### config.mk
export PLATFORM = sky130hd
export DESIGN_NAME = swr_ctrl
export DESIGN_NICKNAME = d
export VERILOG_FILES = /design/src/swr_pkg.sv /design/src/swr_clk_plan.sv /design/src/swr_ctrl.sv
export VERILOG_INCLUDE_DIRS = /design/src
export SDC_FILE = /design/constraint.sdc
export NUM_CORES = 1
export LEC_CHECK = 0
export BUFFER_PORTS_ARGS = -buffer_cell sky130_fd_sc_hd__buf_2
export CELL_PAD_IN_SITES_DETAIL_PLACEMENT = 1
export CELL_PAD_IN_SITES_GLOBAL_PLACEMENT = 1
export CORE_MARGIN = 2
export CORE_UTILIZATION = 42
export DETAILED_ROUTE_END_ITERATION = 10
export PLACE_DENSITY_LB_ADDON = 0.1
export SLEW_MARGIN = 5
export SYNTH_ARGS = -nofsm -noshare
export SYNTH_HDL_FRONTEND = slang
export SYNTH_SLANG_ARGS = --single-unit
### constraint.sdc
create_clock -name ref_clk -period 5.1 [get_ports ref_clk]
set_input_delay 0 -clock ref_clk [delete_from_list [all_inputs] [get_ports ref_clk]]
set_output_delay 0 -clock ref_clk [all_outputs]
set_load 0.03 [all_outputs]
### src/swr_defs.svh
`ifndef SWR_DEFS_SVH
`define SWR_DEFS_SVH

// Sleep mode indices
`define SWR_MODE_IDLE      3'h0
`define SWR_MODE_FROZEN    3'h1
`define SWR_MODE_STANDBY   3'h2
`define SWR_MODE_STOP      3'h3
`define SWR_MODE_DEEPSTOP  3'h4
`define SWR_MODE_STATIC    3'h5

// Reset cause bit positions
`define SWR_RC_POR         0
`define SWR_RC_EXT         1
`define SWR_RC_BOD         2
`define SWR_RC_WDT         3
`define SWR_RC_OCD         4
`define SWR_RC_W           5

// Reset values
`define SWR_PERIPHERAL_POWER_CONTROL_RST       8'hff
`define SWR_ASYNC_WAKE_ENABLE_RST       8'h00

// Source ready timeout, ns; cycles at 100 ns per cycle
`define SWR_RDY_TMO_NS     3200
`define SWR_CLK_NS         100
`define SWR_RDY_TMO_CYC    (`SWR_RDY_TMO_NS / `SWR_CLK_NS)

`endif

### src/swr_pkg.sv
package swr_pkg;
    typedef enum logic [2:0] {
        SWR_RUN,
        SWR_HALT,
        SWR_SLEEP,
        SWR_WALK,
        SWR_START,
        SWR_WAKE
    } swr_state_t;
endpackage : swr_pkg

### src/swr_clk_plan.sv
`include "swr_defs.svh"

module swr_clk_plan
    import swr_pkg::*;
(
    input  wire logic       ref_clk,
    input  wire logic       arst_n,
    input  wire logic       clk_en,
    input  wire logic       load,
    input  wire logic [2:0] mode,
    input  wire logic       slow_osc_en,
    output logic            cpu_run_ff,
    output logic            hsb_run_ff,
    output logic            pb_run_ff,
    output logic            src_run_ff,
    output logic            slow_osc_run_ff,
    output logic            rc_run_ff,
    output logic            bod_on_ff,
    output logic            lp_reg_ff,
    output logic            sync_wake_ok_ff,
    output logic            pb_only_wake_ff,
    output logic            wdt_wake_ok_ff
);
    // Mode decode into run masks
    wire logic idle_ok  = (mode == `SWR_MODE_IDLE);
    wire logic pb_ok    = (mode <= `SWR_MODE_FROZEN);
    wire logic src_ok   = (mode <= `SWR_MODE_STANDBY);
    wire logic bod_ok   = (mode <= `SWR_MODE_STOP);
    wire logic rc_ok    = (mode <= `SWR_MODE_DEEPSTOP);

    always_ff @(posedge ref_clk or negedge arst_n) begin
        if (!arst_n) begin
            cpu_run_ff      <= 1'b1;
            hsb_run_ff      <= 1'b1;
            pb_run_ff       <= 1'b1;
            src_run_ff      <= 1'b1;
            slow_osc_run_ff <= 1'b0;
            rc_run_ff       <= 1'b1;
            bod_on_ff       <= 1'b1;
            lp_reg_ff       <= 1'b0;
            sync_wake_ok_ff <= 1'b1;
            pb_only_wake_ff <= 1'b0;
            wdt_wake_ok_ff  <= 1'b1;
        end else if (clk_en && load) begin
            cpu_run_ff      <= 1'b0;
            hsb_run_ff      <= idle_ok;
            pb_run_ff       <= pb_ok;
            src_run_ff      <= src_ok;
            slow_osc_run_ff <= slow_osc_en;
            rc_run_ff       <= rc_ok;
            bod_on_ff       <= bod_ok;
            lp_reg_ff       <= !src_ok;
            sync_wake_ok_ff <= pb_ok;
            pb_only_wake_ff <= (mode == `SWR_MODE_FROZEN);
            wdt_wake_ok_ff  <= rc_ok || slow_osc_en;
        end
    end
endmodule : swr_clk_plan

### src/swr_ctrl.sv
// Operation
// - Idle stops only the CPU clock
// - Frozen also stops high speed bus
// - Standby stops all synchronous clocks, sources run
// - Stop halts sources and count-compare clock
// - DeepStop turns off bandgap and brown-out
// - Static stops system RC too
// - Regulator low power for modes three-five
// - Slow oscillator runs only if pre-enabled
// - Sleep request carries the mode index
// - Unmasked interrupts are synchronous wake sources
// - Timer, watchdog, pins, reset, enabled asynchronous wake
// - Modes zero-one wake sync; others async only
// - Static watchdog wake needs pre-enabled slow oscillator
// - Clock request starts only that clock
// - Async wake keeps requested clock running
// - Clock requests maskable, all enabled at reset
// - Interrupt clock runs; pending interrupt wakes fully
// - CPU halted after bus operations finish
// - Divided clocks maskable, stop with peripheral clocks
// - Five reset sources; only power-on resets all
// - Latest reset source kept readable
// - Low external reset pin asserts reset
`include "swr_defs.svh"

module swr_ctrl
    import swr_pkg::*;
#(
    parameter int NPB  = 8,
    parameter int NDIV = 8
) (
    input  wire logic            ref_clk,
    input  wire logic            arst_n,
    input  wire logic            clk_en,
    input  wire logic            sleep_req,
    input  wire logic [2:0]      sleep_mode,
    input  wire logic            cpu_bus_idle,
    input  wire logic            cpu_safe_ack,
    input  wire logic            irq_pending,
    input  wire logic            irq_pb_source,
    input  wire logic            async_timer_wake,
    input  wire logic            watchdog_wake,
    input  wire logic            ext_irq_wake,
    input  wire logic [7:0]      async_wake_src,
    input  wire logic [7:0]      async_wake_enable,
    input  wire logic [NPB-1:0]  pb_clk_req,
    input  wire logic [NPB-1:0]  peripheral_power_control,
    input  wire logic            peripheral_power_load,
    input  wire logic [NDIV-1:0] div_mask,
    input  wire logic            slow_osc_enabled,
    input  wire logic            src_ready,
    input  wire logic            por_rst,
    input  wire logic            ext_reset_n,
    input  wire logic            bod_rst,
    input  wire logic            wdt_rst,
    input  wire logic            ocd_rst,
    output logic                 cpu_halt_ff,
    output logic                 cpu_clk_en_ff,
    output logic                 hsb_clk_en_ff,
    output logic [NPB-1:0]       pb_clk_en_ff,
    output logic [NDIV-1:0]      div_clk_en_ff,
    output logic                 intc_clk_en_ff,
    output logic                 src_en_ff,
    output logic                 slow_osc_en_ff,
    output logic                 rc_en_ff,
    output logic                 bod_en_ff,
    output logic                 low_power_reg_ff,
    output logic                 sleeping_ff,
    output logic                 walking_ff,
    output logic                 hard_reset_ff,
    output logic                 soft_reset_ff,
    output logic [5:0]           reset_cause_ff,
    output logic [NPB-1:0]       ppc_ff,
    output logic                 timeout_ff
);
    ////////////////////////////////////////////////////////////////////////////////
    swr_state_t     st_ff;
    swr_state_t     nxt_st;
    logic [2:0]     mode_ff;
    logic [NPB-1:0] walk_req_ff;
    logic [NPB-1:0] nxt_walk_req;
    logic [7:0]     tmo_ff;
    logic [7:0]     nxt_tmo;
    logic           plan_load;

    wire logic cpu_run, hsb_run, pb_run, src_run, slow_run, rc_run, bod_on, lp_reg;
    wire logic sync_ok, pb_only, wdt_ok;

    swr_clk_plan u_plan (
        .ref_clk         (ref_clk),
        .arst_n          (arst_n),
        .clk_en          (clk_en),
        .load            (plan_load),
        .mode            (mode_ff),
        .slow_osc_en     (slow_osc_enabled),
        .cpu_run_ff      (cpu_run),
        .hsb_run_ff      (hsb_run),
        .pb_run_ff       (pb_run),
        .src_run_ff      (src_run),
        .slow_osc_run_ff (slow_run),
        .rc_run_ff       (rc_run),
        .bod_on_ff       (bod_on),
        .lp_reg_ff       (lp_reg),
        .sync_wake_ok_ff (sync_ok),
        .pb_only_wake_ff (pb_only),
        .wdt_wake_ok_ff  (wdt_ok)
    );

    ////////////////////////////////////////////////////////////////////////////////
    // Wake decode
    wire logic sync_wake  = irq_pending && sync_ok && (!pb_only || irq_pb_source);
    wire logic async_wake = async_timer_wake || (watchdog_wake && wdt_ok)
                          || ext_irq_wake || (|(async_wake_src & async_wake_enable));
    wire logic any_wake   = sync_wake || async_wake;
    wire logic [NPB-1:0] req_ok = pb_clk_req & ppc_ff;
    wire logic walk_start = !pb_run && (|req_ok);
    wire logic ext_rst    = !ext_reset_n;
    wire logic any_rst    = por_rst || ext_rst || bod_rst || wdt_rst || ocd_rst;
    wire logic tmo_hit    = (tmo_ff == 8'(`SWR_RDY_TMO_CYC));
    wire logic asleep     = (st_ff == SWR_SLEEP) || (st_ff == SWR_WALK);
    assign plan_load = (st_ff == SWR_HALT) && cpu_safe_ack;

    ////////////////////////////////////////////////////////////////////////////////
    always_comb begin
        nxt_st       = st_ff;
        nxt_walk_req = walk_req_ff;
        nxt_tmo      = 8'h00;
        case (st_ff)
            SWR_RUN: begin
                if (sleep_req && cpu_bus_idle) begin
                    nxt_st = SWR_HALT;
                end
            end
            SWR_HALT: begin
                if (cpu_safe_ack) begin
                    nxt_st = SWR_SLEEP;
                end
            end
            SWR_SLEEP: begin
                if (any_wake || ext_rst) begin
                    nxt_st = SWR_START;
                end else if (walk_start) begin
                    nxt_st       = SWR_WALK;
                    nxt_walk_req = req_ok;
                end
            end
            SWR_WALK: begin
                nxt_walk_req = walk_req_ff | req_ok;
                if (any_wake || irq_pending) begin
                    nxt_st = SWR_START;
                end else if (!(|req_ok)) begin
                    nxt_st       = SWR_SLEEP;
                    nxt_walk_req = '0;
                end
            end
            SWR_START: begin
                nxt_tmo = tmo_ff + 8'h01;
                if (src_ready || tmo_hit) begin
                    nxt_st = SWR_WAKE;
                end
            end
            SWR_WAKE: begin
                nxt_st       = SWR_RUN;
                nxt_walk_req = '0;
            end
            default: begin
                nxt_st = SWR_RUN;
            end
        endcase
    end

    always_ff @(posedge ref_clk or negedge arst_n) begin
        if (!arst_n) begin
            st_ff       <= SWR_RUN;
            mode_ff     <= `SWR_MODE_IDLE;
            walk_req_ff <= '0;
            tmo_ff      <= 8'h00;
        end else if (clk_en) begin
            st_ff       <= nxt_st;
            walk_req_ff <= nxt_walk_req;
            tmo_ff      <= nxt_tmo;
            if (st_ff == SWR_RUN && sleep_req) begin
                mode_ff <= (sleep_mode > `SWR_MODE_STATIC) ? `SWR_MODE_STATIC : sleep_mode;
            end
        end
    end

    ////////////////////////////////////////////////////////////////////////////////
    // Clock outputs; a requested peripheral clock survives the wake ramp
    wire logic awake    = (st_ff == SWR_RUN) || (st_ff == SWR_HALT);
    wire logic ramp     = (st_ff == SWR_START);
    wire logic walk_src = (st_ff == SWR_WALK) || (ramp && (|walk_req_ff));
    wire logic pb_full  = awake || (asleep && pb_run);
    wire logic [NPB-1:0] nxt_pb = pb_full ? '1 : walk_req_ff;

    always_ff @(posedge ref_clk or negedge arst_n) begin
        if (!arst_n) begin
            cpu_halt_ff      <= 1'b0;
            cpu_clk_en_ff    <= 1'b1;
            hsb_clk_en_ff    <= 1'b1;
            pb_clk_en_ff     <= '1;
            div_clk_en_ff    <= '1;
            intc_clk_en_ff   <= 1'b1;
            src_en_ff        <= 1'b1;
            slow_osc_en_ff   <= 1'b0;
            rc_en_ff         <= 1'b1;
            bod_en_ff        <= 1'b1;
            low_power_reg_ff <= 1'b0;
            sleeping_ff      <= 1'b0;
            walking_ff       <= 1'b0;
        end else if (clk_en) begin
            cpu_halt_ff      <= (st_ff == SWR_HALT) || asleep || ramp;
            cpu_clk_en_ff    <= awake;
            hsb_clk_en_ff    <= awake || (asleep && hsb_run);
            pb_clk_en_ff     <= nxt_pb;
            div_clk_en_ff    <= pb_full ? div_mask : '0;
            intc_clk_en_ff   <= !asleep || pb_run || (st_ff == SWR_WALK);
            src_en_ff        <= !asleep || src_run || walk_src || ramp;
            slow_osc_en_ff   <= slow_osc_enabled && (!asleep || slow_run);
            rc_en_ff         <= !asleep || rc_run || walk_src;
            bod_en_ff        <= !asleep || bod_on;
            low_power_reg_ff <= asleep && lp_reg;
            sleeping_ff      <= asleep;
            walking_ff       <= (nxt_st == SWR_WALK);
        end
    end

    ////////////////////////////////////////////////////////////////////////////////
    // Resets and cause; peripheral power control kept over non power-on resets
    always_ff @(posedge ref_clk or negedge arst_n) begin
        if (!arst_n) begin
            hard_reset_ff  <= 1'b1;
            soft_reset_ff  <= 1'b1;
            reset_cause_ff <= 6'h01;
            ppc_ff         <= '1;
            timeout_ff     <= 1'b0;
        end else if (clk_en) begin
            hard_reset_ff <= por_rst;
            soft_reset_ff <= any_rst;
            if (any_rst) begin
                reset_cause_ff <= {1'b0, ocd_rst, wdt_rst, bod_rst, ext_rst, por_rst};
            end
            if (por_rst) begin
                ppc_ff <= '1;
            end else if (peripheral_power_load) begin
                ppc_ff <= peripheral_power_control;
            end
            if (ramp && tmo_hit) begin
                timeout_ff <= 1'b1;
            end else if (st_ff == SWR_RUN && sleep_req) begin
                timeout_ff <= 1'b0;
            end
        end
    end
endmodule : swr_ctrl

After elaboration in Yosys (flattened, before gate mapping)
Cells that the tools add are included.

Memories: 0. Bits in latches: 0. Memory bits (read-only): 0. Flip-flop bits (word level): 74. Word-level logic and storage cells: 132. Memory bits (writable): 0. Input bits: 62.

$add $sub $neg: 1. Bitwise logic cells: 3. Div/mod/pow operators: 0. Shifts and indexed selects: 0. $lt $le $gt $ge: 5. Reduce and logical (&&, ||, !) cells: 61. Equality and inequality tests: 10. Multiply operators: 0. Multiplexer cells: 21.

Operators with widths (number): $mux W8 (9); $logic_or A1 B1 Y1 (29); $mux W3 (8); $pmux W8 S3 (1); $reduce_or A8 Y1 (3); $and A8 B8 Y8 (2); $pmux W3 S5 (1); $logic_and A1 B1 Y1 (14); $eq A3 B2 Y1 const B (3); $add A8 B1 Y8 const B (1); $eq A8 B6 Y1 const B (1); $or A8 B8 Y8 (1); $reduce_and A2 Y1 (4); $eq A3 B1 Y1 const B (2); $eq A3 B3 Y1 const B (2); $le A3 B2 Y1 const B (2); $logic_not A3 Y1 (2); $logic_not A1 Y1 (5); $ne A2 B2 Y1 const B (2); $reduce_and A4 Y1 (1); $reduce_bool A2 Y1 (2); $gt A3 B3 Y1 const B (1); $le A3 B1 Y1 const B (1); $le A3 B3 Y1 const B (1); 2 further kinds (3).

Longest topological paths before layout
Gate-level depths: netlist of the first run.

Depth after elaboration: 9. Mapped depth: 6. Gate-level depth less buffers: 5.

By module
From an unflattened synthesis of the first run, not the netlist that was laid out.

Cell total of the unflattened synthesis: 303. Area total of the unflattened synthesis: 3350.7 um^2.

Modules (own cells, without submodules): swr_ctrl (cells an instance 270, instances 1, area an instance 2906.5 um^2, sequential area each 1667.8 um^2); swr_clk_plan (cells an instance 33, instances 1, area an instance 444.2 um^2, sequential area each 259.0 um^2).

Least setup slack after synthesis of the first run
Ideal clock, no wire load.

Path type: reg2reg. Start: reg ppc_ff[2]. End: reg walk_req_ff[0]. Arrival time: 1740 ps. Cell stages (with the launch flop): 6. Data required time: 4999 ps. Path slack: 3259 ps. Period minus slack after synthesis: 1841 ps. Buffers on the path: 0. Path through: dfstp_2 > a22oi_2 > and4_4 > o31a_1 > o21bai_2 > o32ai_1.

Longest elaborated chain between the ends: 5. Elaborated cells between the ends (all ways): 8.

Ends and longest elaborated chain: from (decl) (line swr_ctrl.sv:73) `output logic [NPB-1:0] ppc_ff,`; from (signal assigned) (line swr_ctrl.sv:246) `ppc_ff <= peripheral_power_control;`; $and A8 B8 Y8 * (line swr_ctrl.sv:115) `wire logic [NPB-1:0] req_ok = pb_clk_req & ppc_ff;`; $reduce_or A8 Y1 * (line swr_ctrl.sv:116, swr_ctrl.sv:151); $mux W8 or $logic_and A1 B1 Y1 (tied branches) (line swr_ctrl.sv:151, swr_ctrl.sv:116); $mux W8 or $ne A2 B2 Y1 (tied branches); $pmux W8 S3 or $reduce_and A4 Y1 (tied branches); to (signal assigned) (line swr_ctrl.sv:180) `walk_req_ff <= nxt_walk_req;`; to (decl) (line swr_ctrl.sv:80) `logic [NPB-1:0] walk_req_ff;`.

Every way passes the cells marked *; elsewhere a longest branch is shown, timed or not. A chain may end at the register's enable or synchronous reset.

Final worst setup path of the first run
Start: in clk_en. End: reg u_plan.lp_reg_ff.

Longest elaborated chain between the ends: 1.

Ends and longest elaborated chain: from (decl) (line swr_ctrl.sv:34) `input wire logic clk_en,`; $logic_and A1 B1 Y1 (line swr_clk_plan.sv:44) `end else if (clk_en && load) begin`; to (signal assigned) (line swr_clk_plan.sv:52) `lp_reg_ff <= !src_ok;`; to (decl) (line swr_clk_plan.sv:19) `output logic lp_reg_ff,`.

Every way passes these cells.

==> results of run 1 <==
path summary, 6_finish.rpt:
| check | to | slack (ns) | cells after the start |
|---|---|---|---|
| max in group asynchronous | walk_req_ff[3] | 4.10 | 3 |
| min | reset_cause_ff[0] | 0.05 | 2 |
| max reg2reg | walk_req_ff[4] | 3.13 | 4 |
| min reg2reg | soft_reset_ff | 0.47 | 2 |
| max | u_plan.lp_reg_ff | 3.12 | 7 |
| min in group asynchronous | tmo_ff[6] | 0.41 | 3 |
timing repair:
action / in CTS / in global routing
buffers inserted: 0 / 0
hold endpoints to repair: 69 / 0
hold buffers: 34 / 0
per-layer routing:
layer / global-route usage [%] / up-vias / share of wire, %
met5: 0 / - / 0
met4: 6.62 / 0 / 1.2
met3: 3.71 / 13 / 3.9
met2: 36.0 / 82 / 49
met1: 30.8 / 1421 / 46
li1: - / 1375 / -
critical path, cell delays in order:
cell and delay (ns):
buf_2 0.08, buf_4 0.41, inv_1 0.45, nor2_1 0.26, nand3_1 0.44, a211oi_1 0.46
a21oi_1 0.07
power by group:
part	internal [mW]	switching (mW)	total, mW	leakage [nW]
Combinational	0.195	0.292	0.487	1.05
Clock	0.223	0.233	0.456	0.0987
Sequential	0.768	0.109	0.877	0.862
flip-flops by register name, summed over array words and instances (netlist names), 3 cells and up:
register and flops:
st_ff 3, walk_req_ff 8, pb_clk_en_ff 8, mode_ff 3, tmo_ff 8, div_clk_en_ff 8, ppc_ff 8, reset_cause_ff 5
Yosys cell counts, types with 3 or more instances:
| cell | n |
|---|---|
| mux2_2 | 8 |
| o21ai_0 | 16 |
| nand2_1 | 27 |
| a21oi_1 | 8 |
| inv_1 | 18 |
| clkbuf_1 | 6 |
| o31ai_1 | 3 |
| a22o_1 | 12 |
| buf_1 | 4 |
| nor2_1 | 17 |
| nand2b_1 | 7 |
| dfrtp_1 | 35 |
| xnor2_1 | 3 |
| nand3_1 | 16 |
| a22oi_1 | 3 |
| o32ai_1 | 8 |
| a31oi_1 | 4 |
| o22a_1 | 16 |
| nand4_1 | 3 |
| dfstp_2 | 39 |
| o21ai_1 | 4 |
cell usage in the layout (no fill, tap or decap), types with 3 or more instances in the layout:
master / n
o21ai_1: 4
nand3_1: 16
xnor2_1: 3
dfrtp_1: 35
o21ai_0: 16
inv_1: 18
a22oi_1: 3
nor2_1: 17
o32ai_1: 8
nand4_1: 3
a31oi_1: 4
dfstp_2: 39
a21oi_1: 8
a22o_1: 12
o22a_1: 16
clkbuf_8: 10
mux2_2: 8
nand2b_1: 7
buf_2: 104
dlygate4sd3_1: 34
nand2_1: 27
o31ai_1: 3
through the flow:
stage / hold slack (ns) / instance area (sq um)
6_report: 0.0488 / 4480
5_1_grt: 0.0375 / 4480
4_1_cts: 0.0243 / 4480
3_5_place_dp: 0.218 / 3940
3_3_place_gp: 0.208 / 3940
2_1_floorplan: -0.296 / 3360
cells by family after synthesis:
logic type,count (synthesis)
xor gates and xnor gates,5
buffers and inverters,33
AOI/OAI and AO/OA,95
adders and majority gates,2
DFF,74
other,1
muxes,9
and+or+nand+nor,83
layout make-up:
class                           count  area, sq um
Tap cell                          102          128
Timing Repair Buffer              140          876
Inverter                           18         67.6
Multi-Input combinational cell    195         1310
Clock buffer                       12          166
Clock inverter                      4         31.3
Fill cell                         889         3250
Sequential cell                    74         1900
==> metrics.md, run 1 <==
| Metric | Value |
|---|---|
| Outcome | finished, final reports clean |
| Synth Warn # | 0 |
| Rows | 32 |
| Setup_tns | 0 ns |
| Tot GR Track Use | 22.3% |
| Post-DR wirelength/cell | 16.9 um |
| Max H-tree Level | 3 |
| Syn Inst Count | 302 |
| Final Non-Filler Cells | 545 |
| Min Clock Period, post-route | 1.98 ns |
| Share of flip-flops with an asynchronous set or reset | 100% |
| Grt ovf | 0 |
| DIE AREA | 8730 sq um |
| P&R area growth vs syn | 33.5% |
| Largest cells by area after synthesis | dfstp_2 31%, dfrtp_1 26%, o22a_1 4.2% |
| Slew Viols, Final | 0 |
| Register area share after synthesis | 56.6% |
| Synth Area in Compound Gates | 22.0% |
| Post-synthesis cell type count | 55 |
| Vias post-DR | 2,891 |
| Worst skew pair latency | 0.35 ns |
| RD Place Congestion | 0.772 |
| Tcrit/Tclk final | 38.9% |
| # IOs | 106 |
| Unrepaired setup endpoints after global routing | false |
| Layout Utilization | 58.0% |
| Leading area contributor after synthesis | dfstp_2 |
| CTS tree | yes |
| Simple-gate share of the synthesized area | 11.9% |
| Slew margin rel. | 37.0% |
| Max Fclk | 505 MHz |
| # DRC | 0 |
| Critical path class | in2reg |
| Critical path capture point type | flip-flop |
| Die Span X | 93.4 um |
| Data required, critical path | 5.31 ns |
| Violation count after the first detailed-route iteration | 112 |
| Core area | 7730 sq um |
| Worst Setup SP | clk_en |
| Hold Crit Class | in2reg |
| Post-DR vias/cell | 5.30 |
| Share of the synthesized area in the top cell type | 30.5% |
| Fin worst setup slack | 3.12 ns |
| Synth Flop Type | dfstp_2 |
| Netlist Area Pre-Place | 3360 sq um |
| Die Y | 93.4 um |
| PortBufs | 104 |
| Final Hold Fails | 0 |
| Multiplexer share of the synthesized area | 2.98% |
| Yosys reg bits | 74 |
| Ant. Diodes | 0 |
| Reg2Reg Launch Point | st_ff[2] |
| Reg clk slew, reported paths | 0.08 ns |
| DP Worst Slack | 2.73 ns |
| Count of flip-flops with a built-in enable after synthesis | 0 |
| Largest net degree at the start of global routing | 75 |
| CTS Sinks | 74 |
| Net count after synthesis | 366 |
| Crit Path Max Fanout | 48 |
| Arr. time, crit path | 2.19 ns |
| Pre-Repair DR Iteration Count | 4 |
| Lkg Pwr | 2.01 nW |
| DP HPWL | 6300 um |
| Post-CTS sizing | 0 |
| Pwr Total | 1.82 mW |
| Nets | 502 |
| Peak supply drop | 0.000154 V |
| Share of cells above drive strength 1 | 40.2% |
| Vias in the first global route | 3,008 |
| DRT antenna net count | 0 |
| Clock buffer count from CTS | 9 |
| Synth Area in XOR/XNOR | 1.30% |
| Adder-cell share of the synthesized area | 0.745% |
| Combinational family with the most area after synthesis | compound AO/OA/AOI/OAI gates |
| PD cells | 406 nW/um^2 |
| Detailed Route WL | 9190 um |
| Root Driver | clkbuf_8 |
| # setup viols final | 0 |
| Initial Util | 43.5% |
| Avg Cell Area, Syn | 11.1 sq um |
| Worst Clk Skew | 0.0105 ns |
| Placed Instances | 495 |
| Max_cap viols | 0 |
| First-pass GRT wire length | 15,200 um |
| Worst-Margin Slew | 0.937 ns |
| Setup crit start kind | input pin |
| HP Start | por_rst |
| Initial antenna violation count | 0 |
| Clk buf depth | 2 |
No activity file was read; power rests on OpenSTA's default activity.
==> run 2, diff against run 1 <==
--- a/config.mk
+++ b/config.mk
@@ -10,7 +10,7 @@
 export CELL_PAD_IN_SITES_DETAIL_PLACEMENT = 1
 export CELL_PAD_IN_SITES_GLOBAL_PLACEMENT = 1
 export CORE_MARGIN = 2
-export CORE_UTILIZATION = 42
+export CORE_UTILIZATION = 35
 export DETAILED_ROUTE_END_ITERATION = 10
 export PLACE_DENSITY_LB_ADDON = 0.1
 export SLEW_MARGIN = 5
==> constraint.sdc (replaced) <==
create_clock -name ref_clk -period 1.8 [get_ports ref_clk]
set_input_delay 0 -clock ref_clk [delete_from_list [all_inputs] [get_ports ref_clk]]
set_output_delay 0 -clock ref_clk [all_outputs]
set_load 0.03 [all_outputs]
==> metrics.md, run 2 (synthesis gave the netlist of run 1 again) <==
| Metric | Value |
|---|---|
| Outcome | finished, final reports clean |
| Ant. Diodes | 0 |
| R2R depth | 5 |
| Met3 GRT Util | 3.63% |
| Reg2Reg Launch Point | ppc_ff[3] |
| Max Fclk | 574 MHz |
| GRT met1 Usage | 26.2% |
| Pre-Repair DR Iteration Count | 4 |
| Nets | 522 |
| Lkg Pwr | 2.14 nW |
| Min Clock Period, post-route | 1.74 ns |
| Tot GR Track Use | 19.7% |
| CTS Sinks | 74 |
| FF-to-FF setup slack | 0.06 ns |
| Final Hold Fails | 0 |
| Unrepaired setup endpoints after global routing | false |
| Largest net degree at the start of global routing | 75 |
| Worst flop-to-flop path endpoint | walk_req_ff[1] |
| Setup_tns | 0 ns |
| WP buf/inv | 0 |
| Initial antenna violation count | 0 |
| Busiest grt layer | met2 |
| Clock buffer count from CTS | 9 |
| First-pass GRT wire length | 15,900 um |
| Register area | 1900 sq um |
| DP Worst Slack | -0.0284 ns |
| Commonest non-fill, non-tap cell in the layout | buf_2 |
| Critical path capture point type | flip-flop |
| Critical path class | reg2reg |
| Critical path's slowest cell | dfstp_2 |
| Commonest cells after routing, fill and taps aside | 104 x buf_2, 39 x dfstp_2, 35 x dfrtp_1, 35 x dlygate4sd3_1, 27 x nand2_1 |
| Hold Crit Class | in2reg |
| CTS tree | yes |
| Setup crit start kind | flip-flop |
| Initial Util | 36.2% |
| Final Non-Filler Cells | 592 |
| Placed Instances | 537 |
| Crit-path max cell delay | 0.56 ns |
| CP Depth | 5 |
| DIE AREA | 10,400 sq um |
| Post-DR wirelength/cell | 16.1 um |
| Max_cap viols | 0 |
| Tcrit/Tclk final | 96.8% |
| Vias in the first global route | 3,224 |
| Worst-Margin Slew | 0.571 ns |
| # IOs | 106 |
| Crit Path Max Fanout | 8 |
| Multi-input gate area | 1380 sq um |
| Die Span X | 102 um |
| Arr. time, crit path | 2.00 ns |
| P&R area growth vs syn | 42.3% |
| Vias post-DR | 2,958 |
| Data required, critical path | 2.06 ns |
| Root Driver | clkbuf_8 |
| Slew margin rel. | 61.7% |
| Post-DR vias/cell | 5.00 |
| Max H-tree Level | 3 |
| Grt ovf | 0 |
| Peak supply drop | 0.000394 V |
| Fin worst setup slack | 0.0567 ns |
| Met2 GRT Util | 32.7% |
| Slew Viols, Final | 0 |
| PortBufs | 104 |
| Layout Utilization | 51.5% |
| DRT antenna net count | 0 |
| RD Place Congestion | 0.767 |
| Die Y | 102 um |
| PD cells | 1140 nW/um^2 |
| Core area | 9280 sq um |
| # DRC | 0 |
| Critical path endpoint | walk_req_ff[1] |
| # setup viols final | 0 |
| Rows | 35 |
| Violation count after the first detailed-route iteration | 48 |
| Clk buf depth | 2 |
| Worst skew pair latency | 0.36 ns |
| Crit-path cells | a22oi_1 -> and4_4 -> o31a_1 -> o21bai_4 -> o32ai_1 |
| Worst Clk Skew | 0.0136 ns |
| Fillers | 1,066 |
| Share of cells above drive strength 1 | 44.7% |
| Detailed Route WL | 9540 um |
| Crit-path leading delay family | compound AO/OA/AOI/OAI gates |
| Worst Setup SP | ppc_ff[3] |
| Reg clk slew, reported paths | 0.09 ns |
| DP HPWL | 6730 um |
run 2: changes by cell type in the layout (fill, tap and decap cells not counted), sizes merged:
cell         change
clkbuf           -3
clkinvlp         -1
dlygate4sd3      +1
clkinv           +1
buf             +19
inv              +1
bufinv           +2
run 2: tightest hold or removal path, cell delays in order:
cell	delay (ns)
buf_2	0.11
nand2_1	0.10
o32a_1	0.15
run 2: metrics by stage:
stage                     power (mW)  instance area [sq um]  hold slack [ns]
after CTS                       5.47                   4710           0.0281
final                           5.46                   4780           0.0409
after floorplan                 3.37                   3370           -0.296
after detailed placement        3.90                   4110           0.0642
after global placement          3.85                   4110           0.0667
after global routing            5.80                   4780           0.0552
run 2: timing repair:
item                                    in CTS  in global routing
pin swaps                                    1                  2
buffers inserted                             2                  2
resized for setup                            1                 10
endpoints found under the hold margin      110                  0
endpoints found under the setup margin       8                 17
hold buffers                                35                  0
run 2: how the worst min path moves through the flow:
stage | cells past startpoint | endpoint | start | slack, ns
2_1_floorplan | 0 | cpu_halt_ff | arst_n | -0.30
3_3_place_gp | 2 | tmo_ff[7] | arst_n | 0.07
3_5_place_dp | 2 | tmo_ff[7] | arst_n | 0.06
4_1_cts | 3 | ppc_ff[7] | peripheral_power_load | 0.03
5_1_grt | 3 | ppc_ff[7] | peripheral_power_load | 0.06
6_report | 3 | ppc_ff[7] | peripheral_power_load | 0.04
run 2: area by class of cell:
cell class	instances	area share (%)
clock buffer	9	2.59
clock inverter	7	2.10
tap	129	3.38
inverter	18	1.41
timing repair buffer	160	21.9
multi-input combinational	195	28.9
sequential	74	39.8
run 2: metal layers:
layer | vias to the layer above | wire [um] | share of wire [%]
li1 | 1421 | - | -
met2 | 73 | 4650 | 49
met4 | 0 | 97 | 1.0
met3 | 7 | 426 | 4.5
met5 | - | 0 | 0
met1 | 1457 | 4370 | 46
run 2: power by group:
| group | internal, mW | total, mW | switching (mW) |
|---|---|---|---|
| clock network | 0.795 | 1.48 | 0.681 |
| logic | 0.646 | 1.54 | 0.896 |
| registers | 2.18 | 2.44 | 0.268 |
